$ cat src/hec_pkg.sv
// Shared constants, types and the round function of the hopping encoder.
// Assumes a 250 MHz core clock; the debounce, shutoff and element counts below are derived from it.
package hec_pkg;

    // ------------------------------------------------------------
    // Nonvolatile store layout
    // ------------------------------------------------------------
    localparam int NV_WORDS = 12;
    localparam int NV_WIDTH = 16;
    localparam logic [3:0] ADDR_KEY0 = 4'h0;
    localparam logic [3:0] ADDR_KEY1 = 4'h1;
    localparam logic [3:0] ADDR_KEY2 = 4'h2;
    localparam logic [3:0] ADDR_KEY3 = 4'h3;
    localparam logic [3:0] ADDR_HOP_CNT = 4'h4;
    localparam logic [3:0] ADDR_UNUSED = 4'h5;
    localparam logic [3:0] ADDR_SERIAL_LO = 4'h6;
    localparam logic [3:0] ADDR_SERIAL_HI = 4'h7;
    localparam logic [3:0] ADDR_LEARN_LO = 4'h8;
    localparam logic [3:0] ADDR_LEARN_HI = 4'h9;
    localparam logic [3:0] ADDR_OUTER_KEY = 4'ha;
    localparam logic [3:0] ADDR_OPTION = 4'hb;
    localparam logic [15:0] NV_RESET = 16'h0000;

    // ------------------------------------------------------------
    // Option word and serial fields
    // ------------------------------------------------------------
    localparam int OPT_CHECK_LSB = 0;
    localparam int OPT_CHECK_W = 10;
    localparam int OPT_WRAP_FIRST = 10;
    localparam int OPT_WRAP_SECOND = 11;
    localparam int OPT_SUPPLY_TRIP = 12;
    localparam int OPT_RATE_LO = 13;
    localparam int OPT_RATE_HI = 14;
    localparam int OPT_OUTER_EN = 15;
    localparam int SER_SHUTOFF_BIT = 15;
    localparam int SER_TX_BITS = 28;

    // ------------------------------------------------------------
    // Timing
    // ------------------------------------------------------------
    localparam int CLK_MHZ = 250;
    localparam int DEBOUNCE_MS = 10;
    localparam int DEBOUNCE_CYC = DEBOUNCE_MS * 1000 * CLK_MHZ;
    localparam longint SHUTOFF_S = 25;
    localparam longint SHUTOFF_CYC = SHUTOFF_S * 1000000 * CLK_MHZ;
    localparam int ELEM_SLOW_US = 400;
    localparam int ELEM_MID_US = 200;
    localparam int ELEM_FAST_US = 100;
    localparam int ELEM_SLOW_CYC = ELEM_SLOW_US * CLK_MHZ;
    localparam int ELEM_MID_CYC = ELEM_MID_US * CLK_MHZ;
    localparam int ELEM_FAST_CYC = ELEM_FAST_US * CLK_MHZ;
    localparam int WORD_BITS = 66;
    localparam int ELEMS_PER_BIT = 3;
    localparam int GUARD_ELEMS = 30;
    localparam int HOP_ROUNDS = 528;
    localparam int OUTER_ROUNDS = 32;
    // Arbitrary nonlinear table; any 32-bit value works for the structure
    localparam logic [31:0] NLF_TABLE = 32'h6b1d94e3;

    // ------------------------------------------------------------
    // Types
    // ------------------------------------------------------------
    typedef enum logic [1:0] {
        RATE_ALL = 2'b00,
        RATE_HALF_MID = 2'b01,
        RATE_HALF_FAST = 2'b10,
        RATE_QUARTER = 2'b11
    } hec_rate_t;

    typedef enum logic [3:0] {
        ST_STANDBY = 4'b0000,
        ST_DEBOUNCE = 4'b0001,
        ST_UPDATE = 4'b0010,
        ST_HOP = 4'b0011,
        ST_OUTER = 4'b0100,
        ST_PUSH = 4'b0101,
        ST_SEND = 4'b0110,
        ST_TIMEOUT = 4'b0111,
        ST_PROG = 4'b1000
    } hec_state_t;

    typedef struct packed {
        logic [3:0] btn;
        logic wrap_second;
        logic wrap_first;
        logic [9:0] check;
        logic [15:0] count;
    } hec_plain_t;

    typedef struct packed {
        logic low_supply;
        logic repeat_word;
        logic [31:0] fixed;
        logic [31:0] hop;
    } hec_code_word_t;

    // One shift round of the nonlinear feedback cipher
    function automatic logic [31:0] hec_round(input logic [31:0] x, input logic kbit);
        logic [4:0] idx;
        logic fb;
        idx = {x[31], x[26], x[20], x[9], x[1]};
        fb = NLF_TABLE[idx] ^ x[16] ^ x[0] ^ kbit;
        return {fb, x[31:1]};
    endfunction : hec_round

endpackage : hec_pkg

$ cat src/hec_encoder.sv
// Hopping encoder control: wake, debounce, counter update, cipher, send.
// Assumes switch, data and supply-comparator inputs are synchronous to i_core_clk.
`timescale 1ns/100ps

module hec_encoder
    import hec_pkg::*;
#(
    parameter logic [31:0] DEBOUNCE_CYCLES = 32'(DEBOUNCE_CYC),
    parameter logic [39:0] SHUTOFF_CYCLES = 40'(SHUTOFF_CYC),
    parameter logic [31:0] ELEM_SLOW_CYCLES = 32'(ELEM_SLOW_CYC),
    parameter logic [31:0] ELEM_MID_CYCLES = 32'(ELEM_MID_CYC),
    parameter logic [31:0] ELEM_FAST_CYCLES = 32'(ELEM_FAST_CYC),
    parameter int BUF_DEPTH = 2
) (
    // Clock, reset, enable
    input wire logic i_core_clk,
    input wire logic i_rst_b,
    input wire logic i_ce,
    // Switches and programming
    input wire logic [3:0] i_switch_in,
    input wire logic i_prog_mode,
    input wire logic i_pwm,
    // Supply comparators
    input wire logic i_supply_below_6v,
    input wire logic i_supply_below_9v,
    // Modulated pin and indicator
    output logic o_pwm,
    output logic o_pwm_oe,
    output logic o_led_n,
    // Status
    output logic o_awake,
    output logic o_timeout
);

    // ------------------------------------------------------------
    // Declarations
    // ------------------------------------------------------------
    localparam int PTR_W = (BUF_DEPTH > 1) ? $clog2(BUF_DEPTH) : 1;
    hec_state_t state_q;
    logic [15:0] nv_q [NV_WORDS];
    logic [31:0] deb_cnt_q;
    logic [39:0] shut_cnt_q;
    logic [9:0] round_q;
    logic [31:0] hop_q;
    logic [31:0] fixed_q;
    logic [3:0] btn_q;
    logic repeat_q;
    logic [3:0] prev_sw_q;
    logic [15:0] prog_shift_q;
    logic [3:0] prog_bits_q;
    logic [3:0] prog_addr_q;
    hec_code_word_t buf_q [BUF_DEPTH];
    logic [PTR_W-1:0] wr_ptr_q;
    logic [PTR_W-1:0] rd_ptr_q;
    logic [PTR_W:0] count_q;
    hec_code_word_t ser_word_q;
    logic ser_active_q;
    logic ser_blank_q;
    logic ser_done_q;
    logic [6:0] ser_bit_q;
    logic [1:0] ser_phase_q;
    logic [7:0] ser_guard_q;
    logic [31:0] ser_elem_q;
    logic [1:0] word_idx_q;
    logic [63:0] key;
    logic [15:0] opt;
    logic [31:0] serial;
    logic sending;
    logic new_press;
    logic shut_hit;
    logic flush;
    logic buf_in_valid;
    logic buf_in_ready;
    logic buf_out_valid;
    logic buf_out_ready;
    logic prog_edge;
    logic [31:0] elem_len;
    hec_rate_t rate;
    hec_plain_t plain;

    // ------------------------------------------------------------
    // Decoded store fields
    // ------------------------------------------------------------
    // key from words
    assign key = {nv_q[ADDR_KEY3], nv_q[ADDR_KEY2], nv_q[ADDR_KEY1], nv_q[ADDR_KEY0]};
    assign opt = nv_q[ADDR_OPTION];
    assign serial = {nv_q[ADDR_SERIAL_HI], nv_q[ADDR_SERIAL_LO]};
    assign rate = hec_rate_t'({opt[OPT_RATE_HI], opt[OPT_RATE_LO]});
    assign plain.btn = btn_q;
    assign plain.wrap_second = opt[OPT_WRAP_SECOND];
    assign plain.wrap_first = opt[OPT_WRAP_FIRST];
    assign plain.check = opt[OPT_CHECK_LSB +: OPT_CHECK_W];
    assign plain.count = nv_q[ADDR_HOP_CNT];

    // Word is in flight from cipher start to last guard element
    assign sending = (state_q == ST_HOP) || (state_q == ST_OUTER)
        || (state_q == ST_PUSH) || (state_q == ST_SEND);
    assign new_press = sending && ((i_switch_in & ~btn_q) != 4'h0);
    assign shut_hit = serial[16 + SER_SHUTOFF_BIT] && (shut_cnt_q >= SHUTOFF_CYCLES - 40'h1);
    assign flush = (sending || state_q == ST_DEBOUNCE) && (new_press || shut_hit);
    // programming clock on switch 3 or 2
    assign prog_edge = (i_switch_in[3] && !prev_sw_q[3]) || (i_switch_in[2] && !prev_sw_q[2]);

    always_comb begin
        case (rate)
            RATE_ALL: elem_len = ELEM_SLOW_CYCLES;
            RATE_HALF_MID: elem_len = ELEM_MID_CYCLES;
            default: elem_len = ELEM_FAST_CYCLES;
        endcase
    end

    // ------------------------------------------------------------
    // Control sequence
    // ------------------------------------------------------------
    always_ff @(posedge i_core_clk) begin
        if (!i_rst_b) begin
            state_q <= ST_STANDBY;
            deb_cnt_q <= 32'h0;
            round_q <= 10'h0;
            btn_q <= 4'h0;
            repeat_q <= 1'b0;
        end else if (i_ce) begin
            if (flush) begin
                if (shut_hit) begin
                    state_q <= ST_TIMEOUT;
                end else begin
                    state_q <= ST_DEBOUNCE;
                    deb_cnt_q <= 32'h0;
                end
            end else begin
                case (state_q)
                    ST_STANDBY: begin
                        repeat_q <= 1'b0;
                        if (i_prog_mode) begin
                            state_q <= ST_PROG;
                        end else if (i_switch_in != 4'h0) begin
                            state_q <= ST_DEBOUNCE;
                            deb_cnt_q <= 32'h0;
                        end
                    end
                    ST_DEBOUNCE: begin
                        if (deb_cnt_q >= DEBOUNCE_CYCLES - 32'h1) begin
                            btn_q <= i_switch_in;
                            state_q <= (i_switch_in == 4'h0) ? ST_STANDBY : ST_UPDATE;
                        end else begin
                            deb_cnt_q <= deb_cnt_q + 32'h1;
                        end
                    end
                    ST_UPDATE: begin
                        round_q <= 10'h0;
                        if (btn_q == 4'hf) begin
                            hop_q <= {nv_q[ADDR_LEARN_HI], nv_q[ADDR_LEARN_LO]};
                            fixed_q <= {btn_q, serial[SER_TX_BITS-1:0]};
                            state_q <= ST_PUSH;
                        end else begin
                            state_q <= ST_HOP;
                        end
                    end
                    ST_HOP: begin
                        if (round_q == 10'h0) begin
                            hop_q <= plain;
                        end else begin
                            hop_q <= hec_round(hop_q, key[6'(round_q - 10'h1)]);
                        end
                        if (round_q == 10'(HOP_ROUNDS)) begin
                            round_q <= 10'h0;
                            fixed_q <= {btn_q, serial[SER_TX_BITS-1:0]};
                            state_q <= opt[OPT_OUTER_EN] ? ST_OUTER : ST_PUSH;
                        end else begin
                            round_q <= round_q + 10'h1;
                        end
                    end
                    ST_OUTER: begin
                        fixed_q <= hec_round(fixed_q, nv_q[ADDR_OUTER_KEY][round_q[3:0]]);
                        if (round_q == 10'(OUTER_ROUNDS - 1)) begin
                            state_q <= ST_PUSH;
                        end
                        round_q <= round_q + 10'h1;
                    end
                    ST_PUSH: begin
                        if (buf_in_ready) begin
                            state_q <= ST_SEND;
                        end
                    end
                    ST_SEND: begin
                        if (ser_done_q) begin
                            repeat_q <= 1'b1;
                            state_q <= (i_switch_in == 4'h0) ? ST_STANDBY : ST_UPDATE;
                        end
                    end
                    ST_TIMEOUT: begin
                        if (i_switch_in == 4'h0) begin
                            state_q <= ST_STANDBY;
                        end
                    end
                    ST_PROG: begin
                        if (!i_prog_mode) begin
                            state_q <= ST_STANDBY;
                        end
                    end
                    default: state_q <= ST_STANDBY;
                endcase
            end
        end
    end

    // ------------------------------------------------------------
    // Auto-shutoff timer
    // ------------------------------------------------------------
    // counts while held
    always_ff @(posedge i_core_clk) begin
        if (!i_rst_b) begin
            shut_cnt_q <= 40'h0;
        end else if (i_ce) begin
            if (i_switch_in == 4'h0 || state_q == ST_STANDBY || state_q == ST_PROG) begin
                shut_cnt_q <= 40'h0;
            end else if (!shut_hit) begin
                shut_cnt_q <= shut_cnt_q + 40'h1;
            end
        end
    end

    // ------------------------------------------------------------
    // Nonvolatile store and programming
    // ------------------------------------------------------------
    // twelve words, addressed by index
    always_ff @(posedge i_core_clk) begin
        if (!i_rst_b) begin
            for (int i = 0; i < NV_WORDS; i++) begin
                nv_q[i] <= NV_RESET;
            end
        end else if (i_ce) begin
            if (state_q == ST_PROG && prog_edge && prog_bits_q == 4'hf) begin
                // word shifted in from data pin
                if (prog_addr_q != ADDR_UNUSED) begin
                    nv_q[prog_addr_q] <= {i_pwm, prog_shift_q[15:1]};
                end
            end else if (state_q == ST_UPDATE && !flush && btn_q != 4'hf) begin
                nv_q[ADDR_HOP_CNT] <= nv_q[ADDR_HOP_CNT] + 16'h1;
                // wrap clears flags in turn; only ever cleared
                if (nv_q[ADDR_HOP_CNT] == 16'hffff) begin
                    if (opt[OPT_WRAP_FIRST]) begin
                        nv_q[ADDR_OPTION][OPT_WRAP_FIRST] <= 1'b0;
                    end else begin
                        nv_q[ADDR_OPTION][OPT_WRAP_SECOND] <= 1'b0;
                    end
                end
            end
        end
    end

    // Programming shift register; LSB of each word arrives first
    always_ff @(posedge i_core_clk) begin
        if (!i_rst_b) begin
            prev_sw_q <= 4'h0;
            prog_shift_q <= 16'h0;
            prog_bits_q <= 4'h0;
            prog_addr_q <= 4'h0;
        end else if (i_ce) begin
            prev_sw_q <= i_switch_in;
            if (state_q != ST_PROG) begin
                prog_bits_q <= 4'h0;
                prog_addr_q <= 4'h0;
            end else if (prog_edge) begin
                prog_shift_q <= {i_pwm, prog_shift_q[15:1]};
                prog_bits_q <= prog_bits_q + 4'h1;
                if (prog_bits_q == 4'hf && prog_addr_q != ADDR_OPTION) begin
                    prog_addr_q <= prog_addr_q + 4'h1;
                end
            end
        end
    end

    // ------------------------------------------------------------
    // Two-entry word buffer
    // ------------------------------------------------------------
    // Lets a finished word wait while the serializer still drains the last
    assign buf_in_valid = (state_q == ST_PUSH) && !flush;
    assign buf_in_ready = (count_q != (PTR_W+1)'(BUF_DEPTH));
    assign buf_out_valid = (count_q != '0);
    assign buf_out_ready = !ser_active_q;

    always_ff @(posedge i_core_clk) begin
        if (!i_rst_b) begin
            wr_ptr_q <= '0;
            rd_ptr_q <= '0;
            count_q <= '0;
        end else if (i_ce) begin
            if (flush) begin
                wr_ptr_q <= '0;
                rd_ptr_q <= '0;
                count_q <= '0;
            end else begin
                if (buf_in_valid && buf_in_ready) begin
                    buf_q[wr_ptr_q] <= '{opt[OPT_SUPPLY_TRIP] ? i_supply_below_9v
                        : i_supply_below_6v, repeat_q, fixed_q, hop_q};
                    wr_ptr_q <= (wr_ptr_q == PTR_W'(BUF_DEPTH - 1)) ? '0 : wr_ptr_q + 1'b1;
                end
                if (buf_out_valid && buf_out_ready) begin
                    rd_ptr_q <= (rd_ptr_q == PTR_W'(BUF_DEPTH - 1)) ? '0 : rd_ptr_q + 1'b1;
                end
                count_q <= count_q + (PTR_W+1)'(buf_in_valid && buf_in_ready)
                    - (PTR_W+1)'(buf_out_valid && buf_out_ready);
            end
        end
    end

    // ------------------------------------------------------------
    // Serializer
    // ------------------------------------------------------------
    // Each bit is high, inverted data, low; a guard gap closes the word
    always_ff @(posedge i_core_clk) begin
        if (!i_rst_b) begin
            ser_active_q <= 1'b0;
            ser_blank_q <= 1'b0;
            ser_done_q <= 1'b0;
            ser_bit_q <= 7'h0;
            ser_phase_q <= 2'h0;
            ser_guard_q <= 8'h0;
            ser_elem_q <= 32'h0;
            word_idx_q <= 2'h0;
            ser_word_q <= '0;
        end else if (i_ce) begin
            ser_done_q <= 1'b0;
            if (flush) begin
                ser_active_q <= 1'b0;
            end else if (!ser_active_q) begin
                if (state_q == ST_STANDBY) begin
                    word_idx_q <= 2'h0;
                end
                if (buf_out_valid) begin
                    ser_word_q <= buf_q[rd_ptr_q];
                    ser_active_q <= 1'b1;
                    ser_blank_q <= (rate == RATE_QUARTER) ? (word_idx_q != 2'h0)
                        : (rate != RATE_ALL) && word_idx_q[0];
                    word_idx_q <= word_idx_q + 2'h1;
                    ser_bit_q <= 7'h0;
                    ser_phase_q <= 2'h0;
                    ser_guard_q <= 8'h0;
                    ser_elem_q <= 32'h0;
                end
            end else if (ser_elem_q < elem_len - 32'h1) begin
                ser_elem_q <= ser_elem_q + 32'h1;
            end else begin
                ser_elem_q <= 32'h0;
                if (ser_bit_q < 7'(WORD_BITS)) begin
                    if (ser_phase_q == 2'(ELEMS_PER_BIT - 1)) begin
                        ser_phase_q <= 2'h0;
                        ser_bit_q <= ser_bit_q + 7'h1;
                    end else begin
                        ser_phase_q <= ser_phase_q + 2'h1;
                    end
                end else if (ser_guard_q == 8'(GUARD_ELEMS - 1)) begin
                    ser_active_q <= 1'b0;
                    ser_done_q <= 1'b1;
                end else begin
                    ser_guard_q <= ser_guard_q + 8'h1;
                end
            end
        end
    end

    // ------------------------------------------------------------
    // Registered pins
    // ------------------------------------------------------------
    always_ff @(posedge i_core_clk) begin
        if (!i_rst_b) begin
            o_pwm <= 1'b0;
            o_pwm_oe <= 1'b0;
            o_led_n <= 1'b1;
            o_awake <= 1'b0;
            o_timeout <= 1'b0;
        end else if (i_ce) begin
            o_pwm_oe <= (state_q != ST_PROG);
            if (!ser_active_q || flush || ser_blank_q || ser_bit_q >= 7'(WORD_BITS)) begin
                o_pwm <= 1'b0;
            end else begin
                o_pwm <= (ser_phase_q == 2'h0)
                    || (ser_phase_q == 2'h1 && !ser_word_q[ser_bit_q]);
            end
            o_led_n <= !(ser_active_q && !flush);
            o_awake <= (state_q != ST_STANDBY);
            o_timeout <= (state_q == ST_TIMEOUT);
        end
    end

endmodule : hec_encoder

$ cat config.mk
export PLATFORM = sky130hd
export DESIGN_NAME = hec_encoder
export DESIGN_NICKNAME = d
export VERILOG_FILES = /design/src/hec_pkg.sv /design/src/hec_encoder.sv
export SDC_FILE = /design/constraint.sdc
export NUM_CORES = 1
export LEC_CHECK = 0
export ABC_CLOCK_PERIOD_IN_PS = 17400
export BUFFER_PORTS_ARGS = -buffer_cell sky130_fd_sc_hd__buf_2
export CAP_MARGIN = 20
export CORE_ASPECT_RATIO = 0.5
export CORE_MARGIN = 4
export CORE_UTILIZATION = 65
export DETAILED_ROUTE_END_ITERATION = 7
export GPL_TIMING_DRIVEN = 0
export PLACE_DENSITY = 0.9
export SYNTH_ARGS = -nofsm -noshare
export SYNTH_HDL_FRONTEND = slang
export SYNTH_SLANG_ARGS = --single-unit
$ cat constraint.sdc
create_clock -name i_core_clk -period 17.4 [get_ports i_core_clk]
set_input_delay 3.48 -clock i_core_clk [delete_from_list [all_inputs] [get_ports i_core_clk]]
set_output_delay 3.48 -clock i_core_clk [all_outputs]
set_load 0.02 [all_outputs]
==> reports/metrics.cfg, run 1 <==
[logic_synthesis]
yosysSeqAreaShare_pct = 59.1
syn_avg_cell_area_sq_um = 11.4
synthArstFlopShare_pct = 0
synth_edf_count = 369
synth_cells = 2375
ys_types = 75
synth_area_sq_um = 27100
ys_ff_latch = 616
synth_ff_type = edfxtp_1
yosys_warnings = 0

[routing]
drt_pre_antenna_iters = 8
vias = 20000
wl_per_cell_microns = 22.7
finalWirelength_microns = 69300
via_per_inst = 6.56
drc = 0
drt_iter0_markers = 3033
ant_nets = 0

[worst_setup_path]
cp-start-kind = primary input
critical_path_arrival_ns = 6.83
r2r_setup_slack_ns = 12.76
crit_path_max_fanout = 14
crit_required_ns = 17.64
critical_path_class = primary input to flip-flop
crit_path_end_kind = flip-flop
ff2ff_path_depth = 14
r2r-start = round_q[0]

[grt]
grt_pass1_wl_microns = 108000
grt_pass1_vias = 19500
antenna_found_initial = 0
track_usage_pct = 30.0
grt_overflow = 0
grt_max_degree = 23

[timing]
rsz0062_at_grt = false
maxSlewViolCount = 0
setup_viol = 0
skew_ns = 0.0286
finalHoldViolations = 0
worst_slew_pin_slew_ns = 1.23
fmax_mhz = 152
finalCriticalPeriod_ns = 6.59
slew-limit-headroom_pct = 17.0
holdWs_ns = 0.474
fin_crit_sh_pct = 37.9
worst_slack_ns = 10.81
setup_tns_ns = 0

[min_path]
hold_path_class = flip-flop to flip-flop
min_to = buf_q[0][8]
hold_depth = 0
worstHoldStart = hop_q[8]

[floorplanning]
dieArea_sq_um = 45200
core_sq_um = 40800
pin_count = 16
die_w_microns = 297
start_util_pct = 66.5
row_count = 52
fp.dieH_microns = 152

[clock_tree]
h-tree-depth = 2
clk_path_buf_depth = 3
cts_sinks = 616
clkSlewWorstSetupHoldPaths_ns = 0.07
worstSkewPairLatency_ns = 0.62
cts_resized = 0
cts_buffers = 51
cts_hold_buf = 0
root_buffer = clkbuf_16
cts_tree = built
postCtsSetupBuffers = 0

[layout]
syn2layout_area_growth_pct = 9.59
fin_cells = 3048
post-route-util_pct = 72.8
drive_gt1_share_pct = 9.14
finalInstanceArea_sq_um = 29700
nFillCells = 2407
fin_nets = 2511

[power_and_ir_drop]
ir_drop_uv = 94.3
leakagePower_nw = 10.9
power_density_nw_per_um2 = 101
total_power_mw = 2.99

[run_status]
status = finished clean

[placed_design]
dp_slack_ns = 10.32
postPlaceCellArea_sq_um = 28100
hpwl_microns = 45900
gp_congestion = 0.916
port-buffer-count = 15
dp_cells = 2947

[flow_run]
drv_cap = 0

## logic make-up (layout without fill, tap and decap cells)
logic type | after synthesis | in the layout | synth area share [%]
DFF | 616 | 616 | 59.1
and+or+nand+nor | 956 | 956 | 16.0
other | 1 | 6 | 0.0138
buffers and inverters | 159 | 287 | 2.30
AOI/OAI and AO/OA | 306 | 306 | 8.40
xor gates and xnor gates | 120 | 120 | 3.88
adders and majority gates | 38 | 38 | 1.75
muxes | 179 | 179 | 8.58
## layout make-up
type	count	area [sq um]	area share (%)
antenna	3	7.51	0.0253
buffer	118	469	1.58
clock inverter	25	239	0.804
clock buffer	71	1360	4.59
multi-input combinational	1602	10500	35.3
timing repair buffer	32	297	0.998
sequential	616	16000	53.9
inverter	41	154	0.518
tap	540	676	2.27
## layer usage
layer | up-vias | wire, microns | global-route usage (%)
met2 | 1342 | 31900 | 49.0
met4 | 0 | 3180 | 12.5
met5 | - | 0 | 0
li1 | 8755 | - | -
met3 | 288 | 8390 | 6.65
met1 | 9618 | 25900 | 39.3
## cell usage after synthesis, drive strengths merged, types with 4 or more instances
master / count / area share, %
mux2: 37 / 1.5
xor2: 88 / 2.8
o21ai: 56 / 1.2
nor4: 21 / 0.56
o211ai: 6 / 0.17
nand2: 284 / 3.9
nand4: 39 / 0.90
a31oi: 43 / 1.0
o21a: 5 / 0.14
a22oi: 5 / 0.14
or4: 5 / 0.15
mux4: 39 / 3.2
mux2i: 103 / 3.8
and3: 34 / 0.78
edfxtp: 369 / 41
and4: 12 / 0.39
a21o: 7 / 0.19
buf: 26 / 0.46
nor3b: 5 / 0.14
a211o: 4 / 0.13
a211oi: 5 / 0.14
nand2b: 4 / 0.092
o31ai: 4 / 0.11
dfxtp: 247 / 18
o211a: 72 / 2.7
o22ai: 8 / 0.18
a21oi: 50 / 0.96
and2: 33 / 0.76
inv: 40 / 0.55
nand3: 73 / 1.4
ha: 38 / 1.8
nand3b: 4 / 0.11
nor2b: 22 / 0.51
xnor2: 32 / 1.0
or3: 8 / 0.18
a21boi: 21 / 0.58
nor3: 24 / 0.48
clkbuf: 92 / 1.3
nor2: 378 / 5.3
## where the power goes
group	switching, mW	internal [mW]
Clock	0.540	0.598
Combinational	0.162	0.0849
Sequential	0.0276	1.58
Total	0.730	2.27
## flip-flops by register name (all words and copies together) (netlist names), 2 cells and up, named ones only
register	cells
btn_q	4
deb_cnt_q	32
fixed_q	32
count_q	2
prev_sw_q	2
hop_q	32
ser_phase_q	2
ser_elem_q	32
ser_word_q	66
prog_bits_q	4
buf_q	132
nv_q	173
word_idx_q	2
round_q	10
shut_cnt_q	40
prog_shift_q	15
ser_bit_q	7
prog_addr_q	4
ser_guard_q	8
state_q	4
## worst max path at each step
| stage | from | end | slack (ns) | cells after the start |
|---|---|---|---|---|
| CTS | i_switch_in[2] | nv_q[11][9] | 10.95 | 11 |
| global placement | i_switch_in[2] | buf_q[1][44] | 5.17 | 8 |
| floorplan | i_switch_in[2] | buf_q[0][0] | 7.94 | 7 |
| detailed placement | i_switch_in[2] | nv_q[11][1] | 10.32 | 11 |
| finish | i_switch_in[2] | nv_q[11][9] | 10.81 | 11 |
| global route | i_switch_in[2] | nv_q[11][15] | 10.63 | 11 |
## critical path, stage by stage
cell      delay (ns)
buf_2           0.10
inv_1           0.07
o22ai_1         0.37
nand4_1         0.24
or4_1           0.60
nor2_1          0.15
and2_1          0.14
clkbuf_1        0.17
nand3_1         0.41
clkbuf_1        0.43
nand2_1         0.65
## cell usage in the layout (no fill, tap or decap), types with 34 or more instances in the layout
cell         n
and3_1      34
nand4_1     39
mux4_2      39
mux2_2      37
nand3_1     72
inv_1       38
nor2_1     377
o211a_1     72
xor2_1      88
mux2i_1    103
edfxtp_1   369
clkbuf_1   110
dfxtp_1    247
a31oi_1     42
clkbuf_16   51
a21oi_1     49
o21ai_0     38
ha_1        38
nand2_1    284
Note: power is estimated with default switching activity, not from simulation.
==> inputs of run 2 (changes only) <==
--- a/config.mk
+++ b/config.mk
@@ -5,15 +5,15 @@
 export SDC_FILE = /design/constraint.sdc
 export NUM_CORES = 1
 export LEC_CHECK = 0
-export ABC_CLOCK_PERIOD_IN_PS = 17400
+export ABC_CLOCK_PERIOD_IN_PS = 6690
 export BUFFER_PORTS_ARGS = -buffer_cell sky130_fd_sc_hd__buf_2
 export CAP_MARGIN = 20
 export CORE_ASPECT_RATIO = 0.5
 export CORE_MARGIN = 4
-export CORE_UTILIZATION = 65
+export CORE_UTILIZATION = 63
 export DETAILED_ROUTE_END_ITERATION = 7
 export GPL_TIMING_DRIVEN = 0
-export PLACE_DENSITY = 0.9
+export PLACE_DENSITY = 0.88
 export SYNTH_ARGS = -nofsm -noshare
 export SYNTH_HDL_FRONTEND = slang
 export SYNTH_SLANG_ARGS = --single-unit
==> constraint.sdc (replaced) <==
create_clock -name i_core_clk -period 6.69 [get_ports i_core_clk]
set_input_delay 1.338 -clock i_core_clk [delete_from_list [all_inputs] [get_ports i_core_clk]]
set_output_delay 1.338 -clock i_core_clk [all_outputs]
set_load 0.02 [all_outputs]
==> reports/metrics.cfg, run 2 (synthesis gave the netlist of run 1 again) <==
[layout]
finalInstanceArea_sq_um = 29800  ; was 29700 sq um
drive_gt1_share_pct = 9.13  ; was 9.14%
fin_nets = 2514  ; was 2511
reg_top3 = nv_q x173, buf_q x132, ser_word_q x66  ; unchanged
post-route-util_pct = 70.4  ; was 72.8%
seqCellArea_sq_um = 16000  ; unchanged
most-common-layout-cells = nor2_1, edfxtp_1, nand2_1  ; unchanged
regMostFlops = nv_q  ; unchanged
multi_input_area_sq_um = 10500  ; unchanged
nFillCells = 2729  ; was 2407
diodes = 0  ; was 3
mostFrequentLayoutCell = nor2_1  ; unchanged
fin_cells = 3084  ; was 3048
syn2layout_area_growth_pct = 9.76  ; was 9.59%
largest_register_ffs = 173  ; unchanged

[timing]
finalCriticalPeriod_ns = 4.48
worst_slew_pin_slew_ns = 1.24  ; was 1.23 ns
fmax_mhz = 223
maxSlewViolCount = 0  ; unchanged
finalHoldViolations = 0  ; unchanged
fin_crit_sh_pct = 66.9
setup_viol = 0  ; unchanged
skew_ns = 0.0224  ; was 0.0286 ns
rsz0062_at_grt = false  ; unchanged
setup_tns_ns = 0  ; unchanged
slew-limit-headroom_pct = 16.7  ; was 17.0%

[floorplanning]
pin_count = 16  ; unchanged
fp.dieH_microns = 155  ; was 152 microns
die_w_microns = 301  ; was 297 microns
core_sq_um = 42200  ; was 40800 sq um
start_util_pct = 64.2  ; was 66.5%
dieArea_sq_um = 46600  ; was 45200 sq um
row_count = 53  ; was 52

[power_and_ir_drop]
ir_drop_uv = 212  ; was 94.3 uV
power_density_nw_per_um2 = 261  ; was 101 nW/um^2
pwr-share-seq_pct = 53.8  ; was 53.7%
comb_power_share_pct = 8.2  ; about the same
leakagePower_nw = 10.9  ; about the same
switchingPower_mw = 1.86  ; was 730 uW
switching_share_pct = 23.9  ; was 24.4%
clock_power_share_pct = 38.1  ; was 38.0%
p_int_mw = 5.92  ; was 2.27 mW

[grt]
antenna_found_initial = 1  ; was 0
grt_max_degree = 33  ; was 23
grt_pass1_vias = 18900  ; was 19500
grt_overflow = 0  ; unchanged
grt_pass1_wl_microns = 104000  ; was 108000 microns
track_usage_pct = 28.4  ; was 30.0%

[placed_design]
port-buffer-count = 15  ; unchanged
postPlaceCellArea_sq_um = 28100  ; about the same
gp_congestion = 0.927  ; was 0.916
hpwl_microns = 44200  ; was 45900 microns
dp_cells = 2984  ; was 2947

[worst_setup_path]
crit_path_max_fanout = 10  ; was 14
critical_path_arrival_ns = 4.93  ; was 6.83 ns
crit_chain = buf_2 > inv_2 > ha_1 > xnor2_1 > buf_2 > mux4_2 > mux2i_1 > mux2i_1 > a22oi_1 > a211o_1 > nand2_1 > o21ai_1 > mux2i_1 > o221ai_1  ; was buf_2 > inv_1 > o22ai_1 > nand4_1 > or4_1 > nor2_1 > and2_1 > clkbuf_1 > nand3_1 > clkbuf_1 > nand2_1
crit_path_end_kind = flip-flop  ; unchanged
cp_slowest_stage_delay_ns = 0.53  ; was 0.65 ns
cpMostUsedCell = mux2i_1  ; was clkbuf_1
critical_path_class = flip-flop to flip-flop  ; was primary input to flip-flop
cp-start-kind = flip-flop  ; was primary input
ff2ff_path_depth = 14  ; unchanged
crit_required_ns = 7.14  ; was 17.64 ns
cp_slowest_cell = dfxtp_1  ; was nand2_1

[clock_tree]
cts_hold_buf = 0  ; unchanged
cts_buffers = 53  ; was 51
postCtsSetupBuffers = 0  ; unchanged
clkSlewWorstSetupHoldPaths_ns = 0.07  ; about the same
clk_path_buf_depth = 3  ; unchanged
cts_resized = 0  ; unchanged
cts_sinks = 616  ; unchanged
worstSkewPairLatency_ns = 0.59  ; was 0.62 ns
cts_tree = built  ; unchanged
root_buffer = clkbuf_16  ; unchanged
h-tree-depth = 2  ; unchanged

[routing]
vias = 19500  ; was 20000
drt_pre_antenna_iters = 8  ; unchanged
drt_iter0_markers = 2639  ; was 3033
finalWirelength_microns = 66600  ; was 69300 microns
via_per_inst = 6.33  ; was 6.56
drc = 0  ; unchanged
ant_nets = 0  ; unchanged
wl_per_cell_microns = 21.6  ; was 22.7 microns

[min_path]
hold_depth = 0  ; unchanged
hold_path_class = flip-flop to flip-flop  ; unchanged

[flow_run]
drv_cap = 0  ; unchanged

[run_status]
status = finished clean  ; unchanged

==> run 2: final cells by class <==
type	instances	share of cell area [%]
Sequential cell	616	53.9
Multi-Input combinational cell	1602	35.2
Clock buffer	75	4.87
Tap cell	577	2.43
Buffer	118	1.58
Timing Repair Buffer	33	0.984
Clock inverter	22	0.551
Inverter	41	0.517
==> run 2: worst max-delay path, delay by kind of cell (launching register included) <==
family          cells  cell delay, ns
compound gates      4            1.03
xor+xnor            1            0.52
fa+ha+maj           1            0.31
buf+inv             3            0.97
flops               1            0.53
mux                 4            0.90
simple gates        1            0.06
==> run 2: per-stage QoR <==
step	worst slack, ns	hold WS [ns]	power (mW)
after CTS	2.22	0.471	7.75
after floorplan	-0.629	0.437	4.67
after detailed placement	1.93	0.457	4.87
after global placement	-3.39	0.449	4.84
after global routing	1.79	0.489	7.99
final	2.21	0.475	7.78
==> run 2: worst paths after layout <==
kind              startpoint            to  slack, ns
setup / recovery  round_q[0]     flip-flop       2.21
hold / removal     hop_q[15]  buf_q[1][15]       0.48
setup reg to reg  round_q[0]     flip-flop       2.21
hold reg to reg    hop_q[15]  buf_q[1][15]       0.48
==> run 2: layer usage <==
metal	routed length (microns)	part of all wire, %	up-vias	track usage [%]
met5	0	0	-	0
met2	30800	46	1082	46.1
li1	-	-	8756	-
met1	26500	40	9479	38.6
met4	2530	3.8	0	10.2
met3	6800	10	202	5.33
==> run 2: power by group through the flow <==
stage	Combinational [mW]	Sequential [mW]	Clock, mW
2_1_floorplan	0.431	4.24	0
3_3_place_gp	0.586	4.25	0
3_5_place_dp	0.608	4.26	0
4_1_cts	0.617	4.18	2.96
5_1_grt	0.676	4.19	3.13
6_report	0.634	4.18	2.96
